File: src/logic/srr_pkg.sv
package srr_pkg;

  localparam int SRR_W = 8;
  localparam logic [7:0] SRR_RST_BYTE = 8'h00;

  // summary byte fields
  localparam int SUM_MASTER = 6;
  localparam int SUM_EVENT  = 5;
  localparam int SUM_DEVICE = 4;
  localparam logic [7:0] SRM_USED = 8'h30;
  // standard event flags
  localparam int EV_CMD = 5;
  localparam int EV_RUN = 4;
  localparam logic [7:0] EV_USED = 8'h30;
  // device state flags
  localparam int DS_STOP  = 6;
  localparam int DS_FAIL  = 5;
  localparam int DS_PASS  = 4;
  localparam int DS_HV    = 3;
  localparam int DS_TEST  = 2;
  localparam int DS_INV   = 1;
  localparam int DS_READY = 0;
  localparam logic [7:0] DS_USED = 8'h7f;
  // limit failure flags
  localparam int LF_UPPER = 2;
  localparam int LF_LOWER = 1;
  // invalid setting flags
  localparam int IS_FIXUP = 4;
  localparam int IS_WAIT  = 3;
  localparam int IS_ORDER = 2;
  localparam int IS_CURR  = 1;
  // message error flags
  localparam int CF_STATE  = 3;
  localparam int CF_RANGE  = 2;
  localparam int CF_DATA   = 1;
  localparam int CF_HEADER = 0;

  // current check: lower limit lsb is 10 kohm, limit in tenths of a mA
  localparam int LOW_LSB_KOHM  = 10;
  localparam int CUR_LIM_TENTH = 11;
  localparam int VOLT_SCALE    = 10;
  localparam logic [9:0] WR_MAX = 10'h0ff;

  typedef enum logic [3:0] {
    OP_NONE, OP_CLEAR, OP_RD_SUM, OP_WR_SRM, OP_RD_SRM, OP_RD_EV,
    OP_WR_DSM, OP_RD_DSM, OP_RD_DS, OP_RD_LF, OP_RD_IS, OP_RD_CF
  } srr_op_t;

  typedef struct packed {
    logic       valid;
    srr_op_t    op;
    logic       hex;
    logic [3:0] d2;
    logic [3:0] d1;
    logic [3:0] d0;
  } srr_req_t;

  typedef struct packed {
    logic header_err;
    logic data_err;
    logic range_err;
    logic bad_state_msg;
    logic test_running;
    logic upper_fail;
    logic lower_fail;
  } srr_evt_t;

  typedef struct packed {
    logic test_stopped;
    logic fail_judged;
    logic pass_judged;
    logic high_voltage_output_active;
    logic test_voltage_on;
    logic ready;
  } srr_dev_t;

  typedef struct packed {
    logic        fixed_range;
    logic        upper_judge_on;
    logic        lower_judge_on;
    logic        timer_on;
    logic [13:0] wait_time;
    logic [13:0] test_time;
    logic [18:0] lower_limit;
    logic [18:0] upper_limit;
    logic [9:0]  test_volt;
  } srr_set_t;

  typedef struct packed {
    logic       valid;
    logic [7:0] value;
    logic [3:0] hund;
    logic [3:0] tens;
    logic [3:0] ones;
  } srr_rsp_t;

  typedef struct packed {
    logic [7:0] srm;
    logic [7:0] dsm;
    logic [7:0] ev;
    logic [7:0] ds;
    logic [7:0] lf;
    logic [7:0] is;
    logic [7:0] cf;
    logic [7:0] sum;
    srr_rsp_t   rsp;
  } srr_state_t;

endpackage

File: src/logic/srr_regs.sv
`timescale 1ns/1ns
module srr_regs
  import srr_pkg::*;
(
  input  wire logic     clk_sys,
  input  wire logic     rstn,
  input  wire srr_req_t req,
  input  wire srr_evt_t evt,
  input  wire srr_dev_t dev,
  input  wire srr_set_t set,
  output srr_rsp_t      rsp,
  output logic [7:0]    status_summary_byte,
  output logic          master_summary_flag
);

  srr_state_t s_q;
  srr_state_t s_d;

  logic [9:0]  wr_val;
  logic        wr_op;
  logic        wr_data_bad;
  logic        wr_range_bad;
  logic [7:0]  is_now;
  logic [7:0]  ev_set;
  logic [7:0]  cf_set;
  logic [7:0]  lf_set;
  logic [7:0]  rd_val;
  logic        clr_all;
  logic        rd_ev;
  logic        rd_cf;
  logic [31:0] cur_lhs;
  logic [31:0] cur_rhs;

  // everything settles in one pass; the answer leaves one cycle after the request
  always_comb begin
    s_d = s_q;
    // write value: hex takes two digits, decimal three
    wr_op = req.valid && (req.op == OP_WR_SRM || req.op == OP_WR_DSM);
    if (req.hex) begin
      wr_val      = {2'b00, req.d1, req.d0};
      wr_data_bad = 1'b0;
      wr_range_bad = (req.d2 != 4'h0);
    end else begin
      wr_val = 10'(req.d2) * 10'd100 + 10'(req.d1) * 10'd10 + 10'(req.d0);
      wr_data_bad  = (req.d2 > 4'h9) || (req.d1 > 4'h9) || (req.d0 > 4'h9);
      wr_range_bad = !wr_data_bad && (wr_val > WR_MAX);
    end
    wr_data_bad  = wr_data_bad && wr_op;
    wr_range_bad = wr_range_bad && wr_op;

    // invalid setting conditions, live from the settings
    is_now = SRR_RST_BYTE;
    is_now[IS_FIXUP] = set.fixed_range && set.upper_judge_on;
    is_now[IS_WAIT]  = set.timer_on && (set.wait_time >= set.test_time);
    is_now[IS_ORDER] = set.upper_judge_on && set.lower_judge_on &&
                       (set.lower_limit >= set.upper_limit);
    // current in tenths of a mA compared without a divider
    cur_lhs = 32'(set.test_volt) * 32'(VOLT_SCALE);
    cur_rhs = 32'(set.lower_limit) * 32'(CUR_LIM_TENTH * LOW_LSB_KOHM);
    is_now[IS_CURR] = (set.lower_limit != 19'h0) && (cur_lhs > cur_rhs);
    s_d.is = is_now;

    // device state levels, bit 7 stays zero
    s_d.ds = SRR_RST_BYTE;
    s_d.ds[DS_STOP]  = dev.test_stopped;
    s_d.ds[DS_FAIL]  = dev.fail_judged;
    s_d.ds[DS_PASS]  = dev.pass_judged;
    s_d.ds[DS_HV]    = dev.high_voltage_output_active;
    s_d.ds[DS_TEST]  = dev.test_voltage_on;
    s_d.ds[DS_READY] = dev.ready;
    s_d.ds[DS_INV]   = |is_now;

    // new events this cycle
    ev_set = SRR_RST_BYTE;
    ev_set[EV_CMD] = evt.header_err || evt.data_err || evt.range_err ||
                     wr_data_bad || wr_range_bad;
    ev_set[EV_RUN] = evt.bad_state_msg && evt.test_running;
    cf_set = SRR_RST_BYTE;
    cf_set[CF_STATE]  = evt.bad_state_msg;
    cf_set[CF_RANGE]  = evt.range_err || wr_range_bad;
    cf_set[CF_DATA]   = evt.data_err || wr_data_bad;
    cf_set[CF_HEADER] = evt.header_err;
    lf_set = SRR_RST_BYTE;
    lf_set[LF_UPPER] = evt.upper_fail;
    lf_set[LF_LOWER] = evt.lower_fail;

    // sticky flags; a new event in the clearing cycle survives the clear
    clr_all = req.valid && (req.op == OP_CLEAR);
    rd_ev   = req.valid && (req.op == OP_RD_EV);
    rd_cf   = req.valid && (req.op == OP_RD_CF);
    s_d.ev = ((clr_all || rd_ev) ? SRR_RST_BYTE : s_q.ev) | ev_set;
    s_d.cf = ((clr_all || rd_cf) ? SRR_RST_BYTE : s_q.cf) | cf_set;
    s_d.lf = (clr_all ? SRR_RST_BYTE : s_q.lf) | lf_set;

    // mask writes keep only bits that mean something
    if (req.valid && req.op == OP_WR_SRM && !wr_data_bad && !wr_range_bad) begin
      s_d.srm = wr_val[7:0] & SRM_USED;
    end
    if (req.valid && req.op == OP_WR_DSM && !wr_data_bad && !wr_range_bad) begin
      s_d.dsm = wr_val[7:0] & DS_USED;
    end

    // summary from the next flag values so it never lags them
    s_d.sum = SRR_RST_BYTE;
    s_d.sum[SUM_EVENT]  = |s_d.ev;
    s_d.sum[SUM_DEVICE] = |(s_d.ds & s_d.dsm);
    s_d.sum[SUM_MASTER] = |(s_d.sum & s_d.srm);

    // query answer holds the value before any read clear
    rd_val = SRR_RST_BYTE;
    case (req.op)
      OP_RD_SUM: rd_val = s_q.sum;
      OP_RD_SRM: rd_val = s_q.srm;
      OP_RD_EV:  rd_val = s_q.ev;
      OP_RD_DSM: rd_val = s_q.dsm;
      OP_RD_DS:  rd_val = s_q.ds;
      OP_RD_LF:  rd_val = s_q.lf;
      OP_RD_IS:  rd_val = s_q.is;
      OP_RD_CF:  rd_val = s_q.cf;
      default:   rd_val = SRR_RST_BYTE;
    endcase
    s_d.rsp.valid = req.valid && (req.op == OP_RD_SUM || req.op == OP_RD_SRM ||
                    req.op == OP_RD_EV || req.op == OP_RD_DSM || req.op == OP_RD_DS ||
                    req.op == OP_RD_LF || req.op == OP_RD_IS || req.op == OP_RD_CF);
    if (s_d.rsp.valid) begin
      s_d.rsp.value = rd_val;
      // decimal digits whatever radix wrote it
      s_d.rsp.hund = 4'(rd_val / 8'd100);
      s_d.rsp.tens = 4'((rd_val / 8'd10) % 8'd10);
      s_d.rsp.ones = 4'(rd_val % 8'd10);
    end
  end

  // masks live only in flip-flops, so reset and power loss both clear them
  always_ff @(posedge clk_sys or negedge rstn) begin
    if (!rstn) begin
      s_q <= '0;
    end else begin
      s_q <= s_d;
    end
  end

  // outputs straight from the state flip-flops
  assign rsp                 = s_q.rsp;
  assign status_summary_byte = s_q.sum;
  assign master_summary_flag = s_q.sum[SUM_MASTER];
endmodule // srr_regs

File: config.mk
export PLATFORM = sky130hd
export DESIGN_NAME = srr_regs
export DESIGN_NICKNAME = d
export VERILOG_FILES = /design/src/logic/srr_pkg.sv /design/src/logic/srr_regs.sv
export SDC_FILE = /design/constraint.sdc
export NUM_CORES = 1
export LEC_CHECK = 0
export BUFFER_PORTS_ARGS = -buffer_cell sky130_fd_sc_hd__buf_2
export CAP_MARGIN = 20
export CELL_PAD_IN_SITES_DETAIL_PLACEMENT = 1
export CELL_PAD_IN_SITES_GLOBAL_PLACEMENT = 1
export CORE_ASPECT_RATIO = 1.5
export CORE_MARGIN = 2
export CORE_UTILIZATION = 30
export CTS_BUF_LIST = sky130_fd_sc_hd__clkbuf_4
export CTS_CLUSTER_SIZE = 24
export DETAILED_ROUTE_END_ITERATION = 7
export HOLD_SLACK_MARGIN = 0.12
export PLACE_DENSITY_LB_ADDON = 0.1
export SLEW_MARGIN = 20
export SYNTH_ARGS = -nofsm -noshare
export SYNTH_HDL_FRONTEND = slang
export SYNTH_SLANG_ARGS = --single-unit
File: constraint.sdc
create_clock -name clk_sys -period 3.9 [get_ports clk_sys]
set_input_delay 0.39 -clock clk_sys [delete_from_list [all_inputs] [get_ports clk_sys]]
set_output_delay 0.39 -clock clk_sys [all_outputs]
set_load 0.02 [all_outputs]
* Word-level counts from Yosys, hierarchy flattened
Cells that the tools add are included.
** Word-level totals
- Register bits :: 75
- Bits in latches :: 0
- Bits in writable memories :: 0
- ROM bits :: 0
- Input bits :: 113
- Word-level logic and storage cells :: 102
- Memories kept :: 0
** Operators by class
- Add/subtract/negate cells :: 2
- Multipliers :: 4
- Divide/modulo/power cells :: 4
- $lt $le $gt $ge :: 7
- Eq/ne operators :: 11
- Shift operators :: 0
- Muxes and demuxes :: 9
- Bitwise gates (word level) :: 5
- Reduce and logical (&&, ||, !) cells :: 47
** Operators by type and width (number)
- $pmux 8 s8 :: 1
- $mux 8 :: 5
- $gt 14x26->1 :: 1
- $mul 19x6->25 const B :: 1
- $reduce_or 8->1 :: 3
- $logic_and 1x1->1 :: 20
- $ge 19x19->1 :: 1
- $reduce_bool 19->1 :: 1
- $logic_or 1x1->1 :: 18
- $eq 4x3->1 const B :: 4
- $eq 4x4->1 const B :: 4
- $mod 8x4->8 const B :: 2
- $ge 14x14->1 :: 1
- $mul 10x3->13 const B :: 1
- $gt 4x4->1 const B :: 3
- $add 10x4->10 :: 1
- $add 10x8->10 :: 1
- $gt 10x8->1 const B :: 1
- $and 6x8->8 :: 1
- $and 7x8->8 :: 1
- $div 8x4->8 const B :: 1
- $div 8x7->8 const B :: 1
- $eq 4x2->1 const B :: 2
- $mul 4x5->8 const B :: 1
- other kinds (10) :: 13

* Longest topological paths before layout
Gate-level depths: netlist (run 1).
- Depth in word-level cells :: 14
- Gate-level depth with buffers :: 27
- Gate-level depth less buffers :: 27

* Least setup slack after synthesis (run 1)
Ideal clock, no wire load.
- Path kind :: input port to flip-flop
- Start :: in set[34] (netlist bit)
- End :: reg s_q, in the netlist status_summary_byte[6]
- Library setup time :: 0.087 ns
- Arrival :: 5.874 ns
- Data required time :: 3.813 ns
- Setup slack :: -2.061 ns
- Stages :: 24
- Buffers on the path :: 0
- Cell sequence :: inv_1 > fa_1 > inv_1 > fa_1 > fa_1 > ha_1 > a21o_1 > a21oi_1 > o21ai_0 > a31o_2 > a21o_1 > xnor2_1 > ha_1 > nand4_1 > or4_1 > o31ai_1 > a2111o_1 > a2111oi_0 > o221ai_1 > nor4_1 > nand3_1 > or4_1 > a21o_1 > o211ai_1
** RTL lines
- start: declaration :: line srr_regs.sv:10 : input wire srr_set_t set,
- end signal: assignment :: line srr_regs.sv:137 : s_q <= '0;
- end signal: assignment :: line srr_regs.sv:139 : s_q <= s_d;
- end: declaration :: line srr_regs.sv:16 : srr_state_t s_q;

==> results.py, run 1 <==
metrics = {
    "timing": {
        "max_slew_margin_pct": 56.9,
        "rsz_0062_raised_after_global_routing": "true",
        "finalSetupViolCount": 5,
        "number_of_max_slew_violations_in_the_final_report": 0,
        "final_period_minus_worst_setup_slack_ps": 5720,
        "maxClockFrequency_mhz": 175,
        "hold_viol_final": 0,
        "period_utilisation_layout_pct": 147,
        "timing.clock.skew_ps": 15.8,
        "layout_setup_ws_ps": -1820,
        "timing_worst_slew_pin_value_ps": 646,
    },
    "worst_hold_path": {
        "hold_class": "input port to flop",
        "min_delay_src": "evt[0]",
        "whs_path_depth": 2,
        "hold_end": "s_q[46]",
    },
    "die": {
        "initial_core_util_pct": 30.5,
        "boundaryPins": 143,
        "die_h_um": 214,
        "total_core_area_mm2": 0.0288,
        "dieArea_mm2": 0.0307,
        "floorplan.rows": 76,
        "die-width_um": 144,
    },
    "logic_synthesis": {
        "syn_area_mm2": 0.00878,
        "yosysWarnings": 0,
        "yosys_most_used_dff": "dfrtp_1",
        "yosysMostFrequentCell": "ha_1",
        "post-synth-top-area-cell": "ha_1",
        "synth_common_cells": "155 x ha_1, 153 x inv_1, 57 x nand2_1",
        "dominant_combinational_cell_family_by_area_after_synthesis": "adder cells",
        "yosys.area_share.adder_pct": 35.0,
        "synth.mux.area_fraction_pct": 2.64,
        "async_flop_share_pct": 100,
        "seq_area_frac_synth_pct": 15.7,
        "average_footprint_of_a_synthesized_cell_um2": 8.81,
        "synth-seq-cells": 55,
        "yosys.area.top_type_share_pct": 22.1,
        "synthCells": 997,
        "synthSimpleGateAreaFrac_pct": 14.4,
        "synthDistinctLibCells": 95,
        "number_of_enable_flip_flop_cells_after_synthesis": 0,
        "synthXorXnorAreaFrac_pct": 2.95,
        "synth.top_cells.by_area": "ha_1 22%, dfrtp_1 16%, fa_1 13%",
        "synth-compound-area-share_pct": 18.6,
    },
    "global_route": {
        "antenna_found_initial": 2,
        "grt_max_degree": 32,
        "overflow": 0,
        "grt_first_pass_wirelength_mm": 44.1,
        "grt_pass1_vias": 9087,
        "grt_util_all_layers_pct": 18.2,
    },
    "drt": {
        "detail-route-antenna-nets": 0,
        "dr_total_vias": 8371,
        "detail_route.vias_per_cell": 4.78,
        "detail_route.wirelength_mm": 27.5,
        "drc_errors": 0,
        "first_pass_iters": 4,
        "drt-wirelength-per-cell_um": 15.7,
        "drtIter0Drc": 151,
    },
    "clocking": {
        "cts.root.buffer_cell": "clkbuf_4",
        "clock-sinks": 55,
        "clock_tree_from_tritoncts": "built",
        "numCtsBuffers": 5,
        "clk-insertion-delay-late_ps": 400,
        "cts_htree_levels": 2,
        "clk_pin_slew_worst_paths_ps": 160,
        "ctsLongestPathBuffers": 2,
    },
    "worst_setup_path": {
        "critical_path_required_ps": 4220,
        "rr_worst_depth": 18,
        "reg2reg_from": "s_q[74]",
        "r2r_path_end": "rsp[6]",
        "worstSetupEndpointType": "flop",
        "setup.reg_to_reg.worst_slack_ps": -10,
        "worst_ep_arrival_time_ps": 6040,
        "critPathKind": "input port to flop",
        "worst-path-max-fanout": 3,
        "crit_path_start_kind": "input port",
    },
    "power_and_ir_drop": {
        "power.density_cell_area_mw_per_mm2": 416,
        "pwr-share-seq_pct": 14.1,
        "power.net_switching_mw": 2.20,
        "total_power_mw": 5.00,
        "clock_power_share_pct": 6.6,
        "sw_frac_of_total_pct": 44.1,
        "p_leak_nw": 6.26,
        "vdd_drop_max_mv": 0.187,
        "internal_portion_of_total_power_mw": 2.80,
        "p_comb_share_pct": 79.3,
    },
    "cells_and_area": {
        "final_util_pct": 41.7,
        "finish.net_count": 1682,
        "fillerInstances": 3478,
        "postLayoutCellArea_mm2": 0.0120,
        "area_delta_synth_final_pct": 36.9,
        "proportion_of_layout_cells_with_a_drive_suffix_above_1_pct": 35.6,
    },
    "place": {
        "gp_routability_congestion": 0.790,
        "placed_cell_area_mm2": 0.0115,
        "post-dp-hpwl_mm": 24.5,
        "place.port_buffers": 135,
    },
    "status": {
        "run_status": "complete, but fails checks",
        "violated_checks": "setup timing",
    },
    "flow_run": {
        "timing.max_cap.violations": 0,
    },
}
final cells by class:
type,instances,area (µm²),area share [%]
Tap cell,390,488,4.06
Multi-Input combinational cell,744,6740,56.1
Sequential cell,55,1380,11.5
Clock inverter,3,43.8,0.364
Timing Repair Buffer,398,2730,22.7
Inverter,155,594,4.95
Antenna cell,2,5.00,0.0416
Clock buffer,5,37.5,0.312
state kept, by name (all words and copies together) (netlist names):
name	cells
status_summary_byte	3
rsp	18
s_q	34
routing by layer:
layer	global-route usage [%]	vias to the layer above	wire length [µm]
li1	-	4177	-
met1	16.9	4079	9600
met2	40.1	89	17000
met3	1.38	26	414
met4	4.94	0	553
met5	0	-	0
cell usage in the layout, fill, tap and decap left out, types with 8 or more instances in the layout:
master / instances
inv_2: 8
mux2_2: 8
buf_2: 131
nand4_1: 14
nand2b_1: 10
xnor2_1: 15
fa_1: 55
a31oi_1: 8
buf_4: 252
and2_1: 8
xor2_1: 10
dfrtp_1: 55
nand3_1: 26
ha_1: 148
a21oi_1: 48
inv_1: 143
o21a_1: 8
a21o_1: 25
nor2b_1: 11
nand2_1: 55
mux2i_1: 13
nor3_1: 10
o21ai_0: 47
nor2_1: 47
critical path, cell delays in order:
cell	delay, ps
buf_8	90
inv_6	40
fa_1	540
inv_2	50
fa_1	510
fa_1	590
ha_4	210
a21o_1	160
a21oi_2	130
o21ai_2	80
a31o_2	220
a21o_1	180
xnor2_1	130
ha_1	310
nand4_1	100
or4_4	140
o31ai_2	50
a2111o_1	330
a2111oi_4	350
o221ai_2	150
nor4_1	330
nand3_1	130
or4_4	500
a21o_1	180
o211ai_1	160
logic make-up after synthesis:
group                    count (synthesis)
AO/OA/AOI/OAI                          237
flip-flops                              55
multiplexers                            22
XOR/XNOR                                28
other                                    1
AND/OR/NAND/NOR                        237
adder cells (fa/ha/maj)                213
buffers and inverters                  204
power groups by stage:
stage	Clock [mW]	Sequential [mW]	Combinational [mW]
after floorplan	0	0.696	2.16
after detailed placement	0	0.723	3.71
after global routing	0.366	0.716	4.44
final	0.331	0.707	3.97
after global placement	0	0.721	3.64
after CTS	0.347	0.711	3.90
metrics by stage:
step | setup TNS [ps] | cells | hold WS (ps) | setup slack (ps)
global route | -8350 | 1751 | 137 | -2060
finish | -7020 | 1752 | 160 | -1820
global placement | -9780 | 1711 | 443 | -2020
CTS | -6280 | 1744 | 131 | -1670
detailed placement | -10850 | 1711 | 449 | -2230
floorplan | -6740 | 1003 | 94.4 | -1750
worst max path at each step:
stage	start	to	depth (start not counted)
final	set[34]	status_summary_byte[6]	25
after global routing	set[34]	status_summary_byte[6]	25
after CTS	set[34]	status_summary_byte[6]	25
after detailed placement	set[36]	status_summary_byte[6]	25
after global placement	set[36]	status_summary_byte[6]	25
after floorplan	set[35]	status_summary_byte[6]	24
what timing repair did:
item,in CTS,in global routing
pin swaps,18,29
endpoints found under the hold margin,29,1
setup endpoints to repair,7,10
setup buffers,19,6
gates resized for setup,28,30
hold buffers,6,1
(Power assumes the default switching activity.)
==> inputs of run 2 (changes only) <==
--- a/config.mk
+++ b/config.mk
@@ -17,6 +17,7 @@
 export DETAILED_ROUTE_END_ITERATION = 7
 export HOLD_SLACK_MARGIN = 0.12
 export PLACE_DENSITY_LB_ADDON = 0.1
+export SKIP_LAST_GASP = 1
 export SLEW_MARGIN = 20
 export SYNTH_ARGS = -nofsm -noshare
 export SYNTH_HDL_FRONTEND = slang
==> run 2 against run 1 <==
- the flow still finishes with violations (setup timing)
- cell area decreased by 0.32%
- clock-buffer cell count unchanged
- core utilization decreased by 0.13 points
- critical endpoint unchanged
==> results.py, run 2 (synthesis gave the netlist of run 1 again) <==
metrics = {
    "status": {
        "run_status": "complete, but fails checks",
        "violated_checks": "setup timing",
    },
    "timing": {
        "rsz_0062_raised_after_global_routing": "true",
        "period_utilisation_layout_pct": 147,
        "timing_worst_slew_pin_value_ps": 633,
        "hold_ws_ps": 161,
        "number_of_max_slew_violations_in_the_final_report": 0,
        "maxClockFrequency_mhz": 175,
        "layout_setup_ws_ps": -1820,
        "timing.clock.skew_ps": 14.8,
        "max_slew_margin_pct": 57.8,
        "finalSetupViolCount": 6,
        "final_period_minus_worst_setup_slack_ps": 5720,
        "hold_viol_final": 0,
    },
    "cells_and_area": {
        "proportion_of_layout_cells_with_a_drive_suffix_above_1_pct": 35.1,
        "fillerInstances": 3483,
        "area_delta_synth_final_pct": 36.4,
        "finish.net_count": 1681,
        "postLayoutCellArea_mm2": 0.0120,
        "largest_register_ff_count": 34,
        "final_common_cell": "buf_4",
        "mostFrequentLayoutCells": "252 x buf_4, 148 x ha_1, 143 x inv_1, 131 x buf_2, 57 x nand2_1",
        "multi_input_gate_area_mm2": 0.00672,
        "post_layout_nonfiller_instances": 1751,
        "registers.top_by_ff_count": "s_q",
        "final_util_pct": 41.6,
        "area_taken_by_flip_flops_and_latches_mm2": 0.00138,
    },
    "die": {
        "floorplan.rows": 76,
        "boundaryPins": 143,
        "die_h_um": 214,
        "dieArea_mm2": 0.0307,
        "die-width_um": 144,
        "initial_core_util_pct": 30.5,
        "total_core_area_mm2": 0.0288,
    },
    "clocking": {
        "cts.root.buffer_cell": "clkbuf_4",
        "clock_tree_from_tritoncts": "built",
        "cts_htree_levels": 2,
        "ctsLongestPathBuffers": 2,
        "clk-insertion-delay-late_ps": 400,
        "clock-sinks": 55,
        "clk_pin_slew_worst_paths_ps": 160,
        "numCtsBuffers": 5,
    },
    "power_and_ir_drop": {
        "sw_frac_of_total_pct": 44.1,
        "internal_portion_of_total_power_mw": 2.79,
        "clock_power_share_pct": 6.6,
        "p_leak_nw": 6.24,
        "p_comb_share_pct": 79.2,
        "power.density_cell_area_mw_per_mm2": 417,
        "power.net_switching_mw": 2.20,
        "pwr-share-seq_pct": 14.1,
        "vdd_drop_max_mv": 0.187,
    },
    "worst_setup_path": {
        "worstSetupEndpointType": "flop",
        "crit_slowest_cell": "fa_1",
        "critPathKind": "input port to flop",
        "slowest_delay_ps": 590,
        "worst-path-max-fanout": 3,
        "worst_ep_arrival_time_ps": 6040,
        "critical_path_required_ps": 4220,
        "worst-path-buf-inv": 3,
        "category_of_cells_accounting_for_the_largest_share_of_critical_path_delay": "adder cells",
        "crit_path_start_kind": "input port",
    },
    "place": {
        "post-dp-hpwl_mm": 24.5,
        "place.port_buffers": 135,
        "place_worst_setup_slack_ps": -2230,
        "dp_cells": 1711,
        "placed_cell_area_mm2": 0.0115,
        "gp_routability_congestion": 0.790,
    },
    "drt": {
        "drtIter0Drc": 175,
        "first_pass_iters": 4,
        "detail-route-antenna-nets": 0,
        "dr_total_vias": 8362,
        "drc_errors": 0,
        "drt-wirelength-per-cell_um": 15.7,
        "detail_route.wirelength_mm": 27.5,
        "detail_route.vias_per_cell": 4.78,
    },
    "global_route": {
        "antenna_found_initial": 2,
        "grt_util_all_layers_pct": 18.2,
        "grt_first_pass_wirelength_mm": 44.1,
        "grt_pass1_vias": 9087,
        "overflow": 0,
        "grt_max_degree": 32,
    },
    "flow_run": {
        "timing.max_cap.violations": 0,
    },
    "worst_hold_path": {
        "hold_class": "input port to flop",
    },
}
==> run 2: timing repair <==
action,CTS,global route
gates cloned,0,0
hold buffers,6,1
endpoints found under the setup margin,7,10
resized for setup,26,25
pin swaps,17,40
setup buffers,19,6
hold endpoints to repair,29,1
==> run 2: through the flow <==
step                      TNS [ps]  power (mW)
after detailed placement    -10850        4.43
after global placement       -9780        4.36
after floorplan              -6740        2.86
final                        -7210        5.00
after global routing         -8540        5.52
after CTS                    -6320        4.96
==> run 2: worst paths after layout <==
path / from / end / slack [ps] / cells past startpoint
setup / recovery: set[34] / status_summary_byte[6] / -1820 / 25
hold / removal: evt[0] / s_q[46] / 160 / 2
setup reg to reg: s_q[56] / rsp[6] / -120 / 17
hold reg to reg: s_q[46] / s_q[46] / 500 / 1
max in group asynchronous: rstn / status_summary_byte[6] / 2550 / 3
min in group asynchronous: rstn / rsp[1] / 500 / 2
==> run 2: cell type report <==
class                   count  area share (%)
multi-input cells         744            56.1
repair buffers            397            22.7
flip-flops and latches     55            11.5
inverters                 155            4.96
well taps                 390            4.07
clock inverters             3           0.366
clock buffers               5           0.313
diodes                      2          0.0418
==> run 2: layer usage <==
layer,vias up,share of wire (%),GRT usage (%)
li1,4175,-,-
met1,4069,35,16.9
met2,92,62,40.1
met3,26,1.5,1.38
met4,0,2.0,4.94
met5,-,0,0
==> run 2: power groups by stage <==
stage	registers (mW)	clock network, mW	logic, mW
after CTS	0.711	0.347	3.90
after floorplan	0.696	0	2.16
final	0.706	0.332	3.96
after detailed placement	0.723	0	3.71
after global routing	0.716	0.366	4.44
after global placement	0.721	0	3.64
